**src/afs_pkg.sv**
```systemverilog
/*
 * Package for the converter event flag block: register byte addresses,
 * field positions, reset values, select codes, bus request carrier and
 * the bus handshake states.
 * Assumes a 32-bit Avalon-MM byte address and twelve analog channels.
 */
package afs_pkg;

   // Channel count and field widths
   localparam int NUM_CH = 12;
   localparam int SEL_W = 2;
   localparam int STAT_W = 2 * NUM_CH;

   // Register byte addresses
   localparam logic [31:0] FLAGS_ADDR = 32'h4001C068;
   localparam logic [31:0] ENABLE_ADDR = 32'h4001C064;
   localparam logic [31:0] STATUS_ADDR = 32'h4001C070;
   localparam logic [31:0] MASK_ADDR = 32'h4001C074;

   // Field positions in the flag word
   localparam int THR_LSB = 0;
   localparam int OVR_LSB = 12;
   localparam int SUM_BIT = 30;

   // Field position of the select fields in the enable word
   localparam int SEL_LSB = 3;

   // Comparison select codes; 2'h3 is reserved and sets nothing
   localparam logic [1:0] SEL_OFF = 2'h0;
   localparam logic [1:0] SEL_OUTSIDE = 2'h1;
   localparam logic [1:0] SEL_CROSS = 2'h2;

   // Values after reset
   localparam logic [STAT_W-1:0] ENABLE_RST = 24'h000000;
   localparam logic [STAT_W-1:0] STATUS_RST = 24'h000000;
   localparam logic [STAT_W-1:0] MASK_RST = 24'h000000;
   localparam logic [31:0] RDATA_RST = 32'h00000000;

   // One bus request as the slave sees it
   typedef struct packed {
      logic rd;
      logic wr;
      logic [31:0] addr;
      logic [31:0] wdata;
      logic [3:0] be;
   } afs_bus_req_s;

   // Bus handshake states, one-hot
   typedef enum logic [1:0] {
      ST_IDLE = 2'b01,
      ST_ACK = 2'b10
   } afs_bus_state_e;

endpackage

```
**src/afs_top.sv**
```systemverilog
/*
 * Converter event flag register bank with an Avalon-MM slave, per channel
 * comparison select fields, overrun mirrors and a masked sticky interrupt.
 * Assumes comparator and overrun inputs are synchronous to REF_CLK, and a
 * master that holds each request until it sees waitrequest low.
 */
// The Avalon-MM slave port was left to the implementer.
//
// Contract
// - One threshold event flag per channel; channels 7 to 11 at their own bit.
// - A flag sets on an outside or crossing result, only for the enabled type.
// - Writing one to a flag bit clears it; software clears that way.
// - Bits 12 to 23 show live overrun flags of channels 0 to 11.
// - Bit 30 is high whenever any of the twelve threshold flags is set.
`timescale 1ns/1ps
module afs_top #(
   parameter int NCH = afs_pkg::NUM_CH
) (
   input wire logic REF_CLK,
   input wire logic RST,
   input wire logic CE,
   input wire logic [31:0] AVS_ADDRESS,
   input wire logic AVS_READ,
   input wire logic AVS_WRITE,
   input wire logic [31:0] AVS_WRITEDATA,
   input wire logic [3:0] AVS_BYTEENABLE,
   output logic [31:0] AVS_READDATA,
   output logic AVS_WAITREQUEST,
   input wire logic [NCH-1:0] THR_OUTSIDE,
   input wire logic [NCH-1:0] THR_CROSS,
   input wire logic [NCH-1:0] RESULT_OVERRUN,
   output logic THRESH_IRQ_SUMMARY,
   output logic IRQ
);

   localparam int SW = 2 * NCH;

   // Bus state and registers
   afs_pkg::afs_bus_state_e state_reg;
   afs_pkg::afs_bus_state_e state_next;
   logic wait_reg;
   logic wait_next;
   logic [31:0] rdata_reg;
   logic [31:0] rdata_next;
   logic [SW-1:0] irq_enable_reg;
   logic [SW-1:0] irq_enable_next;
   logic [SW-1:0] status_reg;
   logic [SW-1:0] status_next;
   logic [SW-1:0] mask_reg;
   logic [SW-1:0] mask_next;
   logic [NCH-1:0] ovr_prev_reg;
   logic [NCH-1:0] ovr_prev_next;
   logic summary_reg;
   logic irq_reg;

   // Per channel flag wires
   logic [NCH-1:0] flag_q;
   logic [NCH-1:0] flag_nx;
   logic [NCH-1:0] set_evt;
   logic [NCH-1:0] flag_clr;

   // Request carrier
   afs_pkg::afs_bus_req_s req;
   assign req.rd = AVS_READ;
   assign req.wr = AVS_WRITE;
   assign req.addr = AVS_ADDRESS;
   assign req.wdata = AVS_WRITEDATA;
   assign req.be = AVS_BYTEENABLE;

   // Address decode
   wire logic hit_flags = (req.addr == afs_pkg::FLAGS_ADDR);
   wire logic hit_enable = (req.addr == afs_pkg::ENABLE_ADDR);
   wire logic hit_status = (req.addr == afs_pkg::STATUS_ADDR);
   wire logic hit_mask = (req.addr == afs_pkg::MASK_ADDR);
   wire logic in_idle = (state_reg == afs_pkg::ST_IDLE);
   wire logic in_ack = (state_reg == afs_pkg::ST_ACK);
   wire logic any_req = req.rd || req.wr;

   // Writes and read side effects happen only at the completing edge
   wire logic wr_done = CE && in_ack && req.wr;
   wire logic rd_done = CE && in_ack && req.rd;

   // Byte enables widened to a bit mask
   wire logic [31:0] be_mask = {{8{req.be[3]}}, {8{req.be[2]}}, {8{req.be[1]}}, {8{req.be[0]}}};
   wire logic [31:0] wr_bits = req.wdata & be_mask;

   // Read words; bits 24 to 29 and 31 of the flag word read zero
   wire logic any_flag = |flag_q;
   wire logic [31:0] flags_word = {1'b0, any_flag, 6'h00, RESULT_OVERRUN, flag_q};
   wire logic [31:0] enable_word = {5'h00, irq_enable_reg, 3'h0};
   wire logic [31:0] status_word = {8'h00, status_reg};
   wire logic [31:0] mask_word = {8'h00, mask_reg};

   // Read multiplexer; unmapped addresses read zero
   wire logic [31:0] rd_mux = hit_flags ? flags_word :
                              hit_enable ? enable_word :
                              hit_status ? status_word :
                              hit_mask ? mask_word : afs_pkg::RDATA_RST;

   // Handshake: one wait cycle, then one cycle with waitrequest low
   always_comb begin
      state_next = state_reg;
      wait_next = wait_reg;
      rdata_next = rdata_reg;
      if (CE) begin
         unique case (state_reg)
            afs_pkg::ST_IDLE: begin
               if (any_req) begin
                  state_next = afs_pkg::ST_ACK;
                  wait_next = 1'b0;
                  rdata_next = req.rd ? rd_mux : afs_pkg::RDATA_RST;
               end
            end
            afs_pkg::ST_ACK: begin
               state_next = afs_pkg::ST_IDLE;
               wait_next = 1'b1;
            end
         endcase
      end
   end

   // Bus state registers
   always_ff @(posedge REF_CLK) begin
      if (RST) begin
         state_reg <= afs_pkg::ST_IDLE;
         wait_reg <= 1'b1;
         rdata_reg <= afs_pkg::RDATA_RST;
      end else begin
         state_reg <= state_next;
         wait_reg <= wait_next;
         rdata_reg <= rdata_next;
      end
   end

   // Clear strobes: ones only, zeros and mirror bits have no effect
   assign flag_clr = (wr_done && hit_flags) ? wr_bits[NCH-1:0] : {NCH{1'b0}};

   // One flag cell per channel
   generate
      for (genvar ch = 0; ch < NCH; ch++) begin : g_ch
         afs_flag_cell u_cell (
            .clk(REF_CLK),
            .rst(RST),
            .ce(CE),
            .sel(irq_enable_reg[SEL_PAIR(ch) +: 2]),
            .outside(THR_OUTSIDE[ch]),
            .crossing(THR_CROSS[ch]),
            .clr(flag_clr[ch]),
            .flag(flag_q[ch]),
            .flag_nx(flag_nx[ch]),
            .set_evt(set_evt[ch])
         );
      end
   endgenerate

   // Position of a channel's select field
   function automatic int SEL_PAIR(input int ch);
      SEL_PAIR = afs_pkg::SEL_W * ch;
   endfunction

   // Select fields: software writable per byte lane
   wire logic [SW-1:0] en_lane = be_mask[afs_pkg::SEL_LSB +: SW];
   wire logic [SW-1:0] en_data = req.wdata[afs_pkg::SEL_LSB +: SW];
   assign irq_enable_next = (wr_done && hit_enable) ?
                            ((irq_enable_reg & ~en_lane) | (en_data & en_lane)) :
                            irq_enable_reg;

   // Mask register, same layout as the status register
   wire logic [SW-1:0] mask_lane = be_mask[SW-1:0];
   assign mask_next = (wr_done && hit_mask) ?
                      ((mask_reg & ~mask_lane) | (req.wdata[SW-1:0] & mask_lane)) :
                      mask_reg;

   // Sticky events: threshold sets and overrun rising edges
   wire logic [NCH-1:0] ovr_rise = RESULT_OVERRUN & ~ovr_prev_reg;
   wire logic [SW-1:0] evt = CE ? {ovr_rise, set_evt} : {SW{1'b0}};
   // Clear only what the read returned, so a later event is never lost
   wire logic [SW-1:0] rd_clear = (rd_done && hit_status) ? rdata_reg[SW-1:0] : {SW{1'b0}};
   assign status_next = (status_reg & ~rd_clear) | evt;
   assign ovr_prev_next = CE ? RESULT_OVERRUN : ovr_prev_reg;

   // Software registers and edge history
   always_ff @(posedge REF_CLK) begin
      if (RST) begin
         irq_enable_reg <= afs_pkg::ENABLE_RST;
         mask_reg <= afs_pkg::MASK_RST;
         status_reg <= afs_pkg::STATUS_RST;
         ovr_prev_reg <= {NCH{1'b0}};
      end else begin
         irq_enable_reg <= irq_enable_next;
         mask_reg <= mask_next;
         status_reg <= status_next;
         ovr_prev_reg <= ovr_prev_next;
      end
   end

   // Outputs computed from next values so they track the flags exactly
   always_ff @(posedge REF_CLK) begin
      if (RST) begin
         summary_reg <= 1'b0;
         irq_reg <= 1'b0;
      end else begin
         summary_reg <= |flag_nx;
         irq_reg <= |(status_next & mask_next);
      end
   end

   assign AVS_READDATA = rdata_reg;
   assign AVS_WAITREQUEST = wait_reg;
   assign THRESH_IRQ_SUMMARY = summary_reg;
   assign IRQ = irq_reg;

   // Checks on the flag word as software sees it
   // First completion cycle only; check helper, so it is not frozen by CE
   logic ack_new_reg;
   always_ff @(posedge REF_CLK) begin
      if (RST) begin
         ack_new_reg <= 1'b0;
      end else begin
         ack_new_reg <= CE && in_idle && any_req;
      end
   end
   wire logic ack_flags_rd = ack_new_reg && req.rd && hit_flags;

   AST_SUMMARY_TRACKS: assert property (@(posedge REF_CLK) disable iff (RST)
      THRESH_IRQ_SUMMARY == (|flag_q))
      else $error("summary output differs from flags");

   AST_SUM_BIT_READ: assert property (@(posedge REF_CLK) disable iff (RST)
      ack_flags_rd |-> AVS_READDATA[afs_pkg::SUM_BIT] == $past(any_flag))
      else $error("bit 30 does not match any flag");

   AST_FLAG_POSITION: assert property (@(posedge REF_CLK) disable iff (RST)
      ack_flags_rd |-> AVS_READDATA[11:0] == $past(flag_q))
      else $error("channel flags 7 to 11 misplaced");

   AST_OVR_MIRROR: assert property (@(posedge REF_CLK) disable iff (RST)
      ack_flags_rd |-> AVS_READDATA[23:12] == $past(RESULT_OVERRUN))
      else $error("overrun mirror not live");

   AST_ZERO_WRITE_KEEPS: assert property (@(posedge REF_CLK) disable iff (RST)
      wr_done && hit_flags && (wr_bits[NCH-1:0] == 12'h000) |=> flag_q == ($past(flag_q) | $past(set_evt)))
      else $error("write of zeros changed a flag");

   AST_CLEAR_WRITE: assert property (@(posedge REF_CLK) disable iff (RST)
      wr_done && hit_flags && wr_bits[7] && !set_evt[7] |=> !flag_q[7])
      else $error("write of one left flag 7 set");

   AST_ONE_ACK_CYCLE: assert property (@(posedge REF_CLK) disable iff (RST)
      !AVS_WAITREQUEST && CE |=> AVS_WAITREQUEST)
      else $error("waitrequest low for more than one cycle");

   AST_IRQ_MASKED: assert property (@(posedge REF_CLK) disable iff (RST)
      IRQ == (|(status_reg & mask_reg)))
      else $error("interrupt output differs from masked status");

   // Handshake shape: idle always waits, a taken request is answered next cycle
   AST_IDLE_WAITS: assert property (@(posedge REF_CLK) disable iff (RST)
      in_idle |-> AVS_WAITREQUEST)
      else $error("waitrequest low while slave idle");

   AST_TAKE_ANSWERS: assert property (@(posedge REF_CLK) disable iff (RST)
      CE && in_idle && any_req |=> !AVS_WAITREQUEST)
      else $error("request not answered after one wait cycle");

   // Reserved bits, unmapped reads and writes return zero data
   AST_RESERVED_READ_ZERO: assert property (@(posedge REF_CLK) disable iff (RST)
      ack_flags_rd |-> (AVS_READDATA[31] == 1'b0) && (AVS_READDATA[29:24] == 6'h00))
      else $error("reserved flag bits read nonzero");

   AST_UNMAPPED_READ_ZERO: assert property (@(posedge REF_CLK) disable iff (RST)
      ack_new_reg && req.rd && !(hit_flags || hit_enable || hit_status || hit_mask) |-> AVS_READDATA == 32'h00000000)
      else $error("unmapped read returned data");

   AST_WRITE_LOADS_ZERO: assert property (@(posedge REF_CLK) disable iff (RST)
      ack_new_reg && req.wr |-> AVS_READDATA == 32'h00000000)
      else $error("write completion left read data");

   // Clock enable low holds every register except the ack_new_reg check helper
   AST_FREEZE_FLAGS: assert property (@(posedge REF_CLK) disable iff (RST)
      !CE |=> flag_q == $past(flag_q))
      else $error("flags changed while clock enable low");

   AST_FREEZE_REGS: assert property (@(posedge REF_CLK) disable iff (RST)
      !CE |=> (status_reg == $past(status_reg)) && (mask_reg == $past(mask_reg)) &&
              (irq_enable_reg == $past(irq_enable_reg)))
      else $error("registers changed while clock enable low");

   // Status capture and read clear, set winning the same edge
   AST_STATUS_CATCHES: assert property (@(posedge REF_CLK) disable iff (RST)
      |set_evt |=> (status_reg[NCH-1:0] & $past(set_evt)) == $past(set_evt))
      else $error("threshold event missing from status");

   AST_READ_CLEARS: assert property (@(posedge REF_CLK) disable iff (RST)
      rd_done && hit_status |=> (status_reg & $past(rd_clear) & ~$past(evt)) == {SW{1'b0}})
      else $error("status read did not clear returned bits");

   // Full word write of the select fields
   AST_SELECT_WRITE: assert property (@(posedge REF_CLK) disable iff (RST)
      wr_done && hit_enable && (req.be == 4'hF) |=> irq_enable_reg == $past(en_data))
      else $error("select field write not stored");

endmodule // afs_top

```
**src/afs_flag_cell.sv**
```systemverilog
/*
 * One threshold event flag: set by the selected comparison event,
 * cleared by a write of one, with the set winning a same-cycle clear.
 * Assumes event inputs are one-cycle pulses synchronous to the clock.
 */
`timescale 1ns/1ps
module afs_flag_cell (
   input wire logic clk,
   input wire logic rst,
   input wire logic ce,
   input wire logic [1:0] sel,
   input wire logic outside,
   input wire logic crossing,
   input wire logic clr,
   output logic flag,
   output logic flag_nx,
   output logic set_evt
);

   logic flag_reg;
   logic flag_next;
   wire logic hit_outside = (sel == afs_pkg::SEL_OUTSIDE) && outside;
   wire logic hit_cross = (sel == afs_pkg::SEL_CROSS) && crossing;

   // Only the enabled comparison type counts; reserved code sets nothing
   assign set_evt = ce && (hit_outside || hit_cross);
   // Set beats clear so an event in the clearing cycle is kept
   assign flag_next = !ce ? flag_reg : (set_evt || (flag_reg && !clr));
   assign flag = flag_reg;
   assign flag_nx = flag_next;

   // Flag storage
   always_ff @(posedge clk) begin
      if (rst) begin
         flag_reg <= 1'b0;
      end else begin
         flag_reg <= flag_next;
      end
   end

   AST_SET_ON_EVENT: assert property (@(posedge clk) disable iff (rst)
      (ce && hit_outside) || (ce && hit_cross) |=> flag_reg)
      else $error("flag not set by enabled event");

   AST_NO_SET_WHEN_OFF: assert property (@(posedge clk) disable iff (rst)
      (sel == afs_pkg::SEL_OFF) && !flag_reg |=> !flag_reg)
      else $error("flag set while comparison disabled");

   AST_CLEAR_BY_ONE: assert property (@(posedge clk) disable iff (rst)
      ce && clr && !set_evt |=> !flag_reg)
      else $error("write of one did not clear flag");

   AST_HOLD_NO_CLEAR: assert property (@(posedge clk) disable iff (rst)
      flag_reg && !(ce && clr) |=> flag_reg)
      else $error("flag lost without a clearing write");

endmodule // afs_flag_cell

```
**config.mk**
```make
export PLATFORM = sky130hd
export DESIGN_NAME = afs_top
export DESIGN_NICKNAME = d
export VERILOG_FILES = /design/src/afs_pkg.sv /design/src/afs_top.sv /design/src/afs_flag_cell.sv
export SDC_FILE = /design/constraint.sdc
export NUM_CORES = 1
export LEC_CHECK = 0
export BUFFER_PORTS_ARGS = -buffer_cell sky130_fd_sc_hd__buf_2
export CAP_MARGIN = 15
export CELL_PAD_IN_SITES_DETAIL_PLACEMENT = 1
export CELL_PAD_IN_SITES_GLOBAL_PLACEMENT = 2
export CORE_MARGIN = 10
export CORE_UTILIZATION = 31
export DETAILED_ROUTE_END_ITERATION = 6
export PLACE_DENSITY_LB_ADDON = 0.1
export SETUP_SLACK_MARGIN = 0.05
export SYNTH_ARGS = -nofsm -noshare
export SYNTH_HDL_FRONTEND = slang
export SYNTH_SLANG_ARGS = --single-unit
```
**constraint.sdc**
```tcl
create_clock -name REF_CLK -period 2.9 [get_ports REF_CLK]
set_input_delay 0.145 -clock REF_CLK [delete_from_list [all_inputs] [get_ports REF_CLK]]
set_output_delay 0.145 -clock REF_CLK [all_outputs]
set_load 0.02 [all_outputs]
```
==> metrics.csv, run 1 <==
stage,metric,value,unit
run_status,status,finished clean,
detailed_routing,ant_nets,0,
worst_hold_path,hold_class,in2reg,
timing,setup_viol,0,
pwr,internal_power,0.00333,W
die,die_w,157,um
global_route,antenna_found_initial,1,
synth,synthArstFlopShare,0,%
synth,synth.avg_cell_area,8.26,sq um
timing,worst_pin_slew,722,ps
global_route,grt.overflow.total,0,
layout,fin_util,42.4,%
timing,slew_headroom,51.9,%
placed_design,dp_hpwl,18100,um
cts,clock_latency,420,ps
cts,cts_resized,0,
cts,post-cts-setup-buffers,0,
global_route,grt_max_degree,64,
timing,final_hold_viol_count,0,
pwr,cellPowerDensity,560,nW/um^2
detailed_routing,num_vias,6115,
timing,finalMaxSlewViolations,0,
placed_design,io_buffers,134,
timing,timing.final.crit_share,85.0,%
die,core_area,18100,sq um
synth,seq_area_frac_synth,44.2,%
cts,cts-root-buf,clkbuf_16,
timing,rsz0062_at_grt,false,
synth,yosys-top-cells-count,"dfxtp_1, a21oi_1, nand2_1",
timing,setup_tns,0,ps
setup_path,cp.required,3160,ps
setup_path,end_kind,flip-flop,
global_route,grt_pass1_wl,38200,um
pwr,p_clk_share,52.1,%
die,die_y,157,um
detailed_routing,wl_per_cell,22.6,um
setup_path,worstPathArrival,2730,ps
die,rows,49,
pwr,swShare,22.7,%
setup_path,startpoint_type,input port,
detailed_routing,drt_first_iter_violations,373,
layout,nFillCells,2164,
layout,drive_above_1_share,23.8,%
pwr,switching_power,0.000976,W
cts,cts.sinks,128,
pwr,leakagePower,3.18,nW
synth,synth_area_leaders,"dfxtp_1, a21oi_1, nand2_1, nor2_1, mux2i_1",
pwr,comb_power_share,6.2,%
detailed_routing,drt_pass1_iterations,5,
cts,cts_buffer_depth,2,
timing,min_period,2470,ps
detailed_routing,wirelength,24900,um
global_route,gr-usage-all-layers,20.2,%
layout,areaGrowthSynthToFinish,32.8,%
die,ios,144,
die,initial_core_util,31.9,%
global_route,grt_pass1_vias,6530,
synth,synth.top_cell.area_share,44.2,%
timing,max_freq,406,MHz
cts,cts_tree,built,
synth,ys_seq_elements,128,
synth,synth.distinct_cells,52,
cts,cts_max_level,4,
synth,synth_most_common_cell,dfxtp_1,
detailed_routing,route.detailed.drc,0,
synth,synth.largest_area_cell,dfxtp_1,
setup_path,critPathMaxFanout,9,
flow_run,max_cap_violations,0,
synth,yosys_warnings,0,
synth,synth_flop_cell,dfxtp_1,
synth,netlist_area,5790,sq um
cts,cts.reportedPaths.clkPinSlew,60,ps
setup_path,criticalPathCategory,in2reg,
cts,cts_hold_buf,23,
synth,syn_inst,701,
cts,numCtsBuffers,17,
placed_design,place.gp.congestion,0.850,
timing,finalClockSkew,10.7,ps
die,die_area,24600,sq um
synth,synth-edff-count,0,
pwr,peakVddDrop,0.399,mV
layout,nNetsFinal,969,
pwr,pwr-share-seq,41.7,%
detailed_routing,via_per_inst,5.54,
[final cells by class]
cell class / instances / area (sq um) / share of cell area [%]
clock inverters: 10 / 131 / 1.71
inverters: 1 / 3.75 / 0.0488
multi-input cells: 523 / 3010 / 39.2
diodes: 1 / 2.50 / 0.0325
well taps: 229 / 287 / 3.73
clock buffers: 22 / 484 / 6.30
repair buffers: 189 / 1210 / 15.7
flip-flops and latches: 128 / 2560 / 33.3
[metrics by stage]
stage	instance area (sq um)	setup slack, ps	power (W)	hold slack, ps	cells
finish	7690	434	0.00431	15.2	1103
global route	7690	149	0.00445	8.48	1103
CTS	7690	405	0.00434	3.93	1102
detailed placement	6840	-3.11	0.00207	398	1047
floorplan	5800	591	0.00193	285	704
global placement	6840	73.1	0.00207	381	1047
[kinds of logic after synthesis]
family | Yosys count | synth area share (%)
AND/OR/NAND/NOR | 319 | 28.9
AO/OA/AOI/OAI | 173 | 18.2
flip-flops | 128 | 44.2
buffers and inverters | 53 | 3.93
multiplexers | 27 | 4.69
other | 1 | 0.0647
[power groups by stage]
stage / clock [W] / combinational (W) / sequential [W]
finish: 0.00224 / 0.000267 / 0.00180
global route: 0.00236 / 0.000291 / 0.00180
CTS: 0.00228 / 0.000266 / 0.00180
detailed placement: 0 / 0.000241 / 0.00183
global placement: 0 / 0.000234 / 0.00183
floorplan: 0 / 0.000102 / 0.00183
[worst max-delay path, stage by stage]
cell and delay (ps):
buf_2 100, or4bb_1 570, nor4_4 280, buf_4 260, nand3_2 300, mux2i_1 300, o22ai_1 160, nor4_1 410
a41oi_1 180
[path summary, 6_finish.rpt]
kind | start | endpoint | slack, ps | cells after the start
worst min-delay path | RESULT_OVERRUN[5] | ovr_prev_reg[5] | 20 | 3
worst min register to register | AVS_READDATA[25] | AVS_READDATA[25] | 470 | 2
worst max-delay path | AVS_ADDRESS[24] | IRQ | 430 | 9
worst max register to register | state_reg[0] | IRQ | 450 | 8
[layer usage]
metal / wire (um) / global-route usage, % / up-vias
met5: 0 / 0 / -
met3: 1440 / 4.41 / 19
met1: 11300 / 25.9 / 3025
li1: - / - / 2882
met2: 11900 / 33.5 / 189
met4: 255 / 4.99 / 0
[placed cells by master, fill, tap and decap left out, types with 4 or more instances in the layout]
master           n
clkinv_2         5
nor2b_1          6
buf_2          133
clkbuf_8         4
nor2_1          77
a21oi_1        101
buf_12           5
and4_1           4
and3_1           9
o22ai_1         30
nand3_1         16
nand3b_1        25
nand4_1         23
nor4_1           9
conb_1           4
clkbuf_16       17
dfxtp_1        128
nand2_1         98
dlygate4sd3_1   23
nor3_1           5
a221oi_1        20
mux2i_1         26
buf_4           28
or3_1           21
a21o_1           4
Power figures use the tool's default switching activity.
==> run 2: changes to the inputs <==
Settings changed: GPL_TIMING_DRIVEN set to 0.
==> run 2 against run 1 <==
Net effect: final cell count is 1.7% higher; non-clock buffer count is 20 higher; critical path depth is 1 lower; critical path type unchanged; largest cell class unchanged; largest power group unchanged.
==> metrics.csv, run 2 (same netlist as run 1, synthesis figures left out) <==
stage,metric,value,unit
run_status,status,finished clean,
die,die_y,157,um
setup_path,reg2reg_depth,8,
detailed_routing,num_vias,6365,
timing,min_period,2730,ps
setup_path,critPathMaxFanout,8,
placed_design,dp_slack,-302,ps
worst_hold_path,hold_depth,3,
placed_design,placedCellCount,1065,
timing,finalMaxSlewViolations,0,
timing,finalClockSkew,7.01,ps
global_route,grt.overflow.total,0,
global_route,use_met2,36.7,%
layout,layoutNonFillerInstCount,1122,
global_route,grt_pass1_vias,6662,
setup_path,cp.required,3160,ps
worst_hold_path,hold_start,RESULT_OVERRUN[7],
layout,n_antenna_cell,0,
detailed_routing,wirelength,27700,um
pwr,finalPower,0.00428,W
timing,rsz0062_at_grt,false,
die,die_w,157,um
pwr,peakVddDrop,0.412,mV
global_route,antenna_found_initial,0,
layout,drive_above_1_share,22.1,%
cts,cts-root-buf,clkbuf_16,
global_route,gr-usage-all-layers,22.3,%
layout,mostFrequentLayoutCells,"buf_2, dfxtp_1, a21oi_1",
setup_path,rr_startpoint,state_reg[0],
global_route,grt_busiest_layer,met2,
cts,cts.reportedPaths.clkPinSlew,60,ps
detailed_routing,drt_first_iter_violations,515,
cts,cts.sinks,128,
pwr,leakagePower,3.14,nW
global_route,grt_max_degree,17,
detailed_routing,drt_pass1_iterations,6,
timing,worst_pin_slew,869,ps
setup_path,end_kind,flip-flop,
placed_design,dp_hpwl,20700,um
timing,setup_ws,167,ps
global_route,use_met3,4.55,%
global_route,met1_usage,28.5,%
timing,max_freq,366,MHz
die,rows,49,
cts,cts_buffer_depth,2,
die,die_area,24600,sq um
setup_path,worstPathArrival,2990,ps
setup_path,startpoint_type,input port,
cts,cts_max_level,4,
layout,fin_util,42.0,%
detailed_routing,via_per_inst,5.67,
detailed_routing,wl_per_cell,24.7,um
cts,numCtsBuffers,17,
placed_design,place.gp.congestion,0.876,
layout,final_common_cell,buf_2,
layout,nNetsFinal,989,
die,core_area,18100,sq um
timing,setup_viol,0,
timing,slew_headroom,42.1,%
timing,final_hold_viol_count,0,
cts,cts_tree,built,
cts,clock_latency,430,ps
global_route,grt_pass1_wl,40900,um
worst_hold_path,hold_class,in2reg,
detailed_routing,ant_nets,0,
setup_path,criticalPathCategory,in2reg,
pwr,cellPowerDensity,562,nW/um^2
timing,timing.final.crit_share,94.2,%
layout,nFillCells,2210,
setup_path,cp-startpoint,AVS_ADDRESS[26],
die,initial_core_util,31.9,%
layout,areaGrowthSynthToFinish,31.5,%
die,ios,144,
placed_design,io_buffers,132,
flow_run,max_cap_violations,0,
detailed_routing,route.detailed.drc,0,
[run 2: where the power goes]
group	internal, W	switching, W
combinational	0.000108	0.000177
clock	0.00136	0.000837
sequential	0.00178	0.0000144
[run 2: per-stage QoR]
step | cell area [sq um] | setup TNS (ps) | hold slack, ps
after global routing | 7620 | 0 | 18.0
after CTS | 7580 | 0 | 0.374
final | 7620 | 0 | 6.15
after detailed placement | 6750 | -1150 | 393
after floorplan | 5800 | 0 | 285
after global placement | 6750 | -838 | 382
[run 2: path summary, 6_finish.rpt]
kind                           to  slack [ps]
setup reg to reg              IRQ         260
hold / removal    ovr_prev_reg[7]           6
setup / recovery              IRQ         170
hold reg to reg   ovr_prev_reg[5]         470
[run 2: final cells by class]
type                       instances  area (sq um)  area share [%]
sequential                       128          2560            33.6
clock buffer                      26           539            7.08
buffer                            52           230            3.02
multi-input combinational        523          3020            39.7
inverter                           1          3.75          0.0493
clock inverter                     6          70.1           0.920
timing repair buffer             157           903            11.9
tap                              229           287            3.76
[run 2: repair_timing]
action | 4_1_cts | 5_1_grt
gates resized for setup | 0 | 11
hold endpoints to repair | 22 | 0
hold buffers | 22 | 0
setup buffers | 0 | 3
endpoints found under the setup margin | 0 | 1
[run 2: layer usage]
| layer | share of wire, % | routed length (um) |
|---|---|---|
| met5 | 0 | 0 |
| met4 | 2.0 | 549 |
| met2 | 47 | 13100 |
| met3 | 7.7 | 2120 |
| met1 | 43 | 11900 |
[run 2: worst max-delay path: stages]
cell     delay (ps)
buf_2           100
or4b_1          620
nor4b_4         560
nand3_2         420
mux2i_1         360
o22ai_1         140
nor4_1          430
a41oi_1         230
==> run 3: changes to the inputs <==
Settings changed: ABC_AREA set to 1, CORE_UTILIZATION 31 to 29.
Clock period 2.9 ns to 2.8 ns, I/O delays scaled along.
==> run 3 against run 2 <==
Net effect: register-to-register slack got worse by 120 ps; clock power fell by 8%; non-clock buffer count fell by 16; design area rose by 9.6%; wire length rose by 11%; sequential share of layout area fell by 3.0 points; worst hold slack barely moved; utilization fell by 5.1 points; die area rose by 20%; via count rose by 14%; count of clock-buffer cells in the layout fell by 6; critical path depth rose by 5; critical path type is now reg2reg; largest cell class unchanged.
==> metrics.csv, run 3 <==
stage,metric,value,unit
run_status,status,finished clean,
setup_path,ff2ff_setup_slack,140,ps
timing,finalMaxSlewViolations,0,
timing,max_freq,376,MHz
setup_path,rr_startpoint,state_reg[0],
worst_hold_path,hold_depth,3,
timing,finalClockSkew,14.6,ps
timing,min_period,2660,ps
timing,worst_pin_slew,943,ps
layout,nNetsFinal,1280,
synth,synthArstFlopShare,0,%
detailed_routing,num_vias,7287,
setup_path,criticalPathCategory,reg2reg,
cts,cts_resized,0,
synth,synth.top_cell.area_share,38.4,%
timing,final_hold_viol_count,0,
detailed_routing,route.detailed.drc,0,
pwr,comb_power_share,8.3,%
global_route,grt_max_degree,17,
placed_design,dp_hpwl,22900,um
die,die_w,172,um
layout,nFillCells,2919,
layout,areaGrowthSynthToFinish,25.2,%
layout,mostFrequentLayoutCells,"nand2_1, buf_2, dfxtp_1",
timing,slew_headroom,37.1,%
global_route,grt_pass1_vias,7432,
die,core_area,22600,sq um
global_route,gr-usage-all-layers,20.9,%
pwr,p_clk_share,47.9,%
pwr,internal_power,0.00311,W
synth,synth.distinct_cells,35,
pwr,leakagePower,3.76,nW
timing,setup_viol,0,
synth,netlist_area,6670,sq um
synth,synth.largest_area_cell,dfxtp_1,
placed_design,io_buffers,131,
pwr,cellPowerDensity,508,nW/um^2
cts,cts_max_level,4,
pwr,pwr-share-seq,43.8,%
pwr,switching_power,0.00114,W
setup_path,crit_path_cell_trace,inv_1 > nand3_2 > nor2_2 > buf_2 > nand3_1 > nand2_1 > nand2_1 > nand2_1 > nand2_1 > nor2_1 > nand3_1 > nor2_1 > nor2_1,
cts,cts_buffer_depth,2,
setup_path,cp_slowest_cell,buf_2,
synth,synth.avg_cell_area,6.65,sq um
worst_hold_path,hold_class,in2reg,
synth,syn_inst,1004,
setup_path,worst_path_most_repeated_cell,nand2_1,
setup_path,startpoint_type,flip-flop,
timing,hold_slack,6.18,ps
synth,seq_area_frac_synth,38.4,%
die,ios,144,
die,die_area,29500,sq um
layout,final_common_cell,nand2_1,
cts,cts_tree,built,
global_route,grt_pass1_wl,45400,um
detailed_routing,wl_per_cell,20.9,um
cts,clock_latency,430,ps
flow_run,max_cap_violations,0,
cts,numCtsBuffers,17,
cts,cts-root-buf,clkbuf_16,
synth,synth_area_leaders,"dfxtp_1, nand2_1, a21oi_1, nand3_1, inv_1",
setup_path,critPathMaxFanout,10,
detailed_routing,via_per_inst,4.96,
setup_path,reg2reg_to,IRQ,
timing,rsz0062_at_grt,false,
synth,synth_most_common_cell,nand2_1,
synth,synth-edff-count,0,
timing,timing.final.crit_share,94.9,%
die,rows,55,
global_route,grt.overflow.total,0,
synth,ys_seq_elements,128,
pwr,peakVddDrop,0.287,mV
placed_design,place.gp.congestion,0.859,
detailed_routing,drt_first_iter_violations,406,
synth,yosys-top-cells-count,"nand2_1, dfxtp_1, a21oi_1",
global_route,antenna_found_initial,0,
synth,synth_flop_cell,dfxtp_1,
cts,cts.sinks,128,
setup_path,worstPathArrival,2920,ps
setup_path,cpPeakStageDelay,490,ps
die,die_y,172,um
detailed_routing,ant_nets,0,
setup_path,reg2reg_depth,13,
synth,yosys_warnings,0,
detailed_routing,drt_pass1_iterations,5,
setup_path,cp.required,3070,ps
pwr,swShare,26.8,%
detailed_routing,wirelength,30700,um
layout,n_antenna_cell,0,
cts,cts.reportedPaths.clkPinSlew,60,ps
setup_path,cp-endpoint,IRQ,
die,initial_core_util,29.5,%
setup_path,end_kind,flip-flop,
layout,drive_above_1_share,20.5,%
timing,setup_tns,0,ps
setup_path,cp-startpoint,state_reg[0],
==> run 3: through the flow <==
stage / total power, W / instances / setup slack [ps] / area [sq um] / util [%]
after floorplan: 0.00206 / 1007 / 1110 / 6680 / -
after global placement: 0.00223 / 1423 / 195 / 7700 / 34.0
after detailed placement: 0.00224 / 1423 / 237 / 7700 / 34.0
after CTS: 0.00427 / 1468 / 225 / 8350 / 36.9
after global routing: 0.00439 / 1468 / 64.5 / 8350 / 36.9
final: 0.00424 / 1468 / 142 / 8350 / 36.9
==> run 3: worst min-delay path by stage <==
stage / startpoint / end / slack (ps)
2_1_floorplan: RESULT_OVERRUN[11] / ovr_prev_reg[11] / 290
3_3_place_gp: AVS_WRITEDATA[24] / flip-flop / 430
3_5_place_dp: AVS_WRITEDATA[26] / flip-flop / 430
4_1_cts: AVS_WRITEDATA[13] / flip-flop / 2
5_1_grt: AVS_WRITEDATA[22] / flip-flop / 20
6_report: AVS_WRITEDATA[13] / flip-flop / 6
==> run 3: repair_timing <==
action | CTS | global route
hold endpoints to repair | 14 | 0
setup endpoints to repair | 0 | 0
hold buffers | 14 | 0
buffers inserted | 0 | 0
==> run 3: logic make-up (layout without fill, tap and decap cells) <==
logic type,after synthesis,count (layout),synth area share [%]
and+or+nand+nor,537,537,35.1
AOI/OAI and AO/OA,203,203,17.7
buffers and inverters,135,311,8.70
DFF,128,128,38.4
other,1,4,0.0562
==> run 3: cell type report <==
| class | count | area [sq um] | area share, % |
|---|---|---|---|
| clock inverters | 11 | 68.8 | 0.824 |
| repair buffers | 145 | 796 | 9.53 |
| plain buffers | 48 | 254 | 3.04 |
| inverters | 87 | 327 | 3.91 |
| flip-flops and latches | 128 | 2560 | 30.7 |
| clock buffers | 20 | 447 | 5.35 |
| well taps | 285 | 357 | 4.27 |
| multi-input cells | 744 | 3540 | 42.4 |
==> run 3: per-layer routing <==
metal / up-vias / routed length [um] / track usage, %
li1: 3601 / - / -
met1: 3474 / 14500 / 27.7
met2: 193 / 13800 / 33.7
met3: 19 / 2050 / 4.74
met4: 0 / 318 / 4.54
met5: - / 0 / 0
==> run 3: power groups by stage <==
stage | sequential (W) | combinational (W) | clock, W
after floorplan | 0.00190 | 0.000159 | 0
after global placement | 0.00190 | 0.000337 | 0
after detailed placement | 0.00190 | 0.000339 | 0
after CTS | 0.00186 | 0.000354 | 0.00206
after global routing | 0.00186 | 0.000390 | 0.00214
final | 0.00186 | 0.000354 | 0.00203
==> run 3: worst max-delay path: cells and delay by family, from the launching register on <==
kind          cells  cell delay (ps)
simple gates     11             1500
buf+inv           2              630
flops             1              360
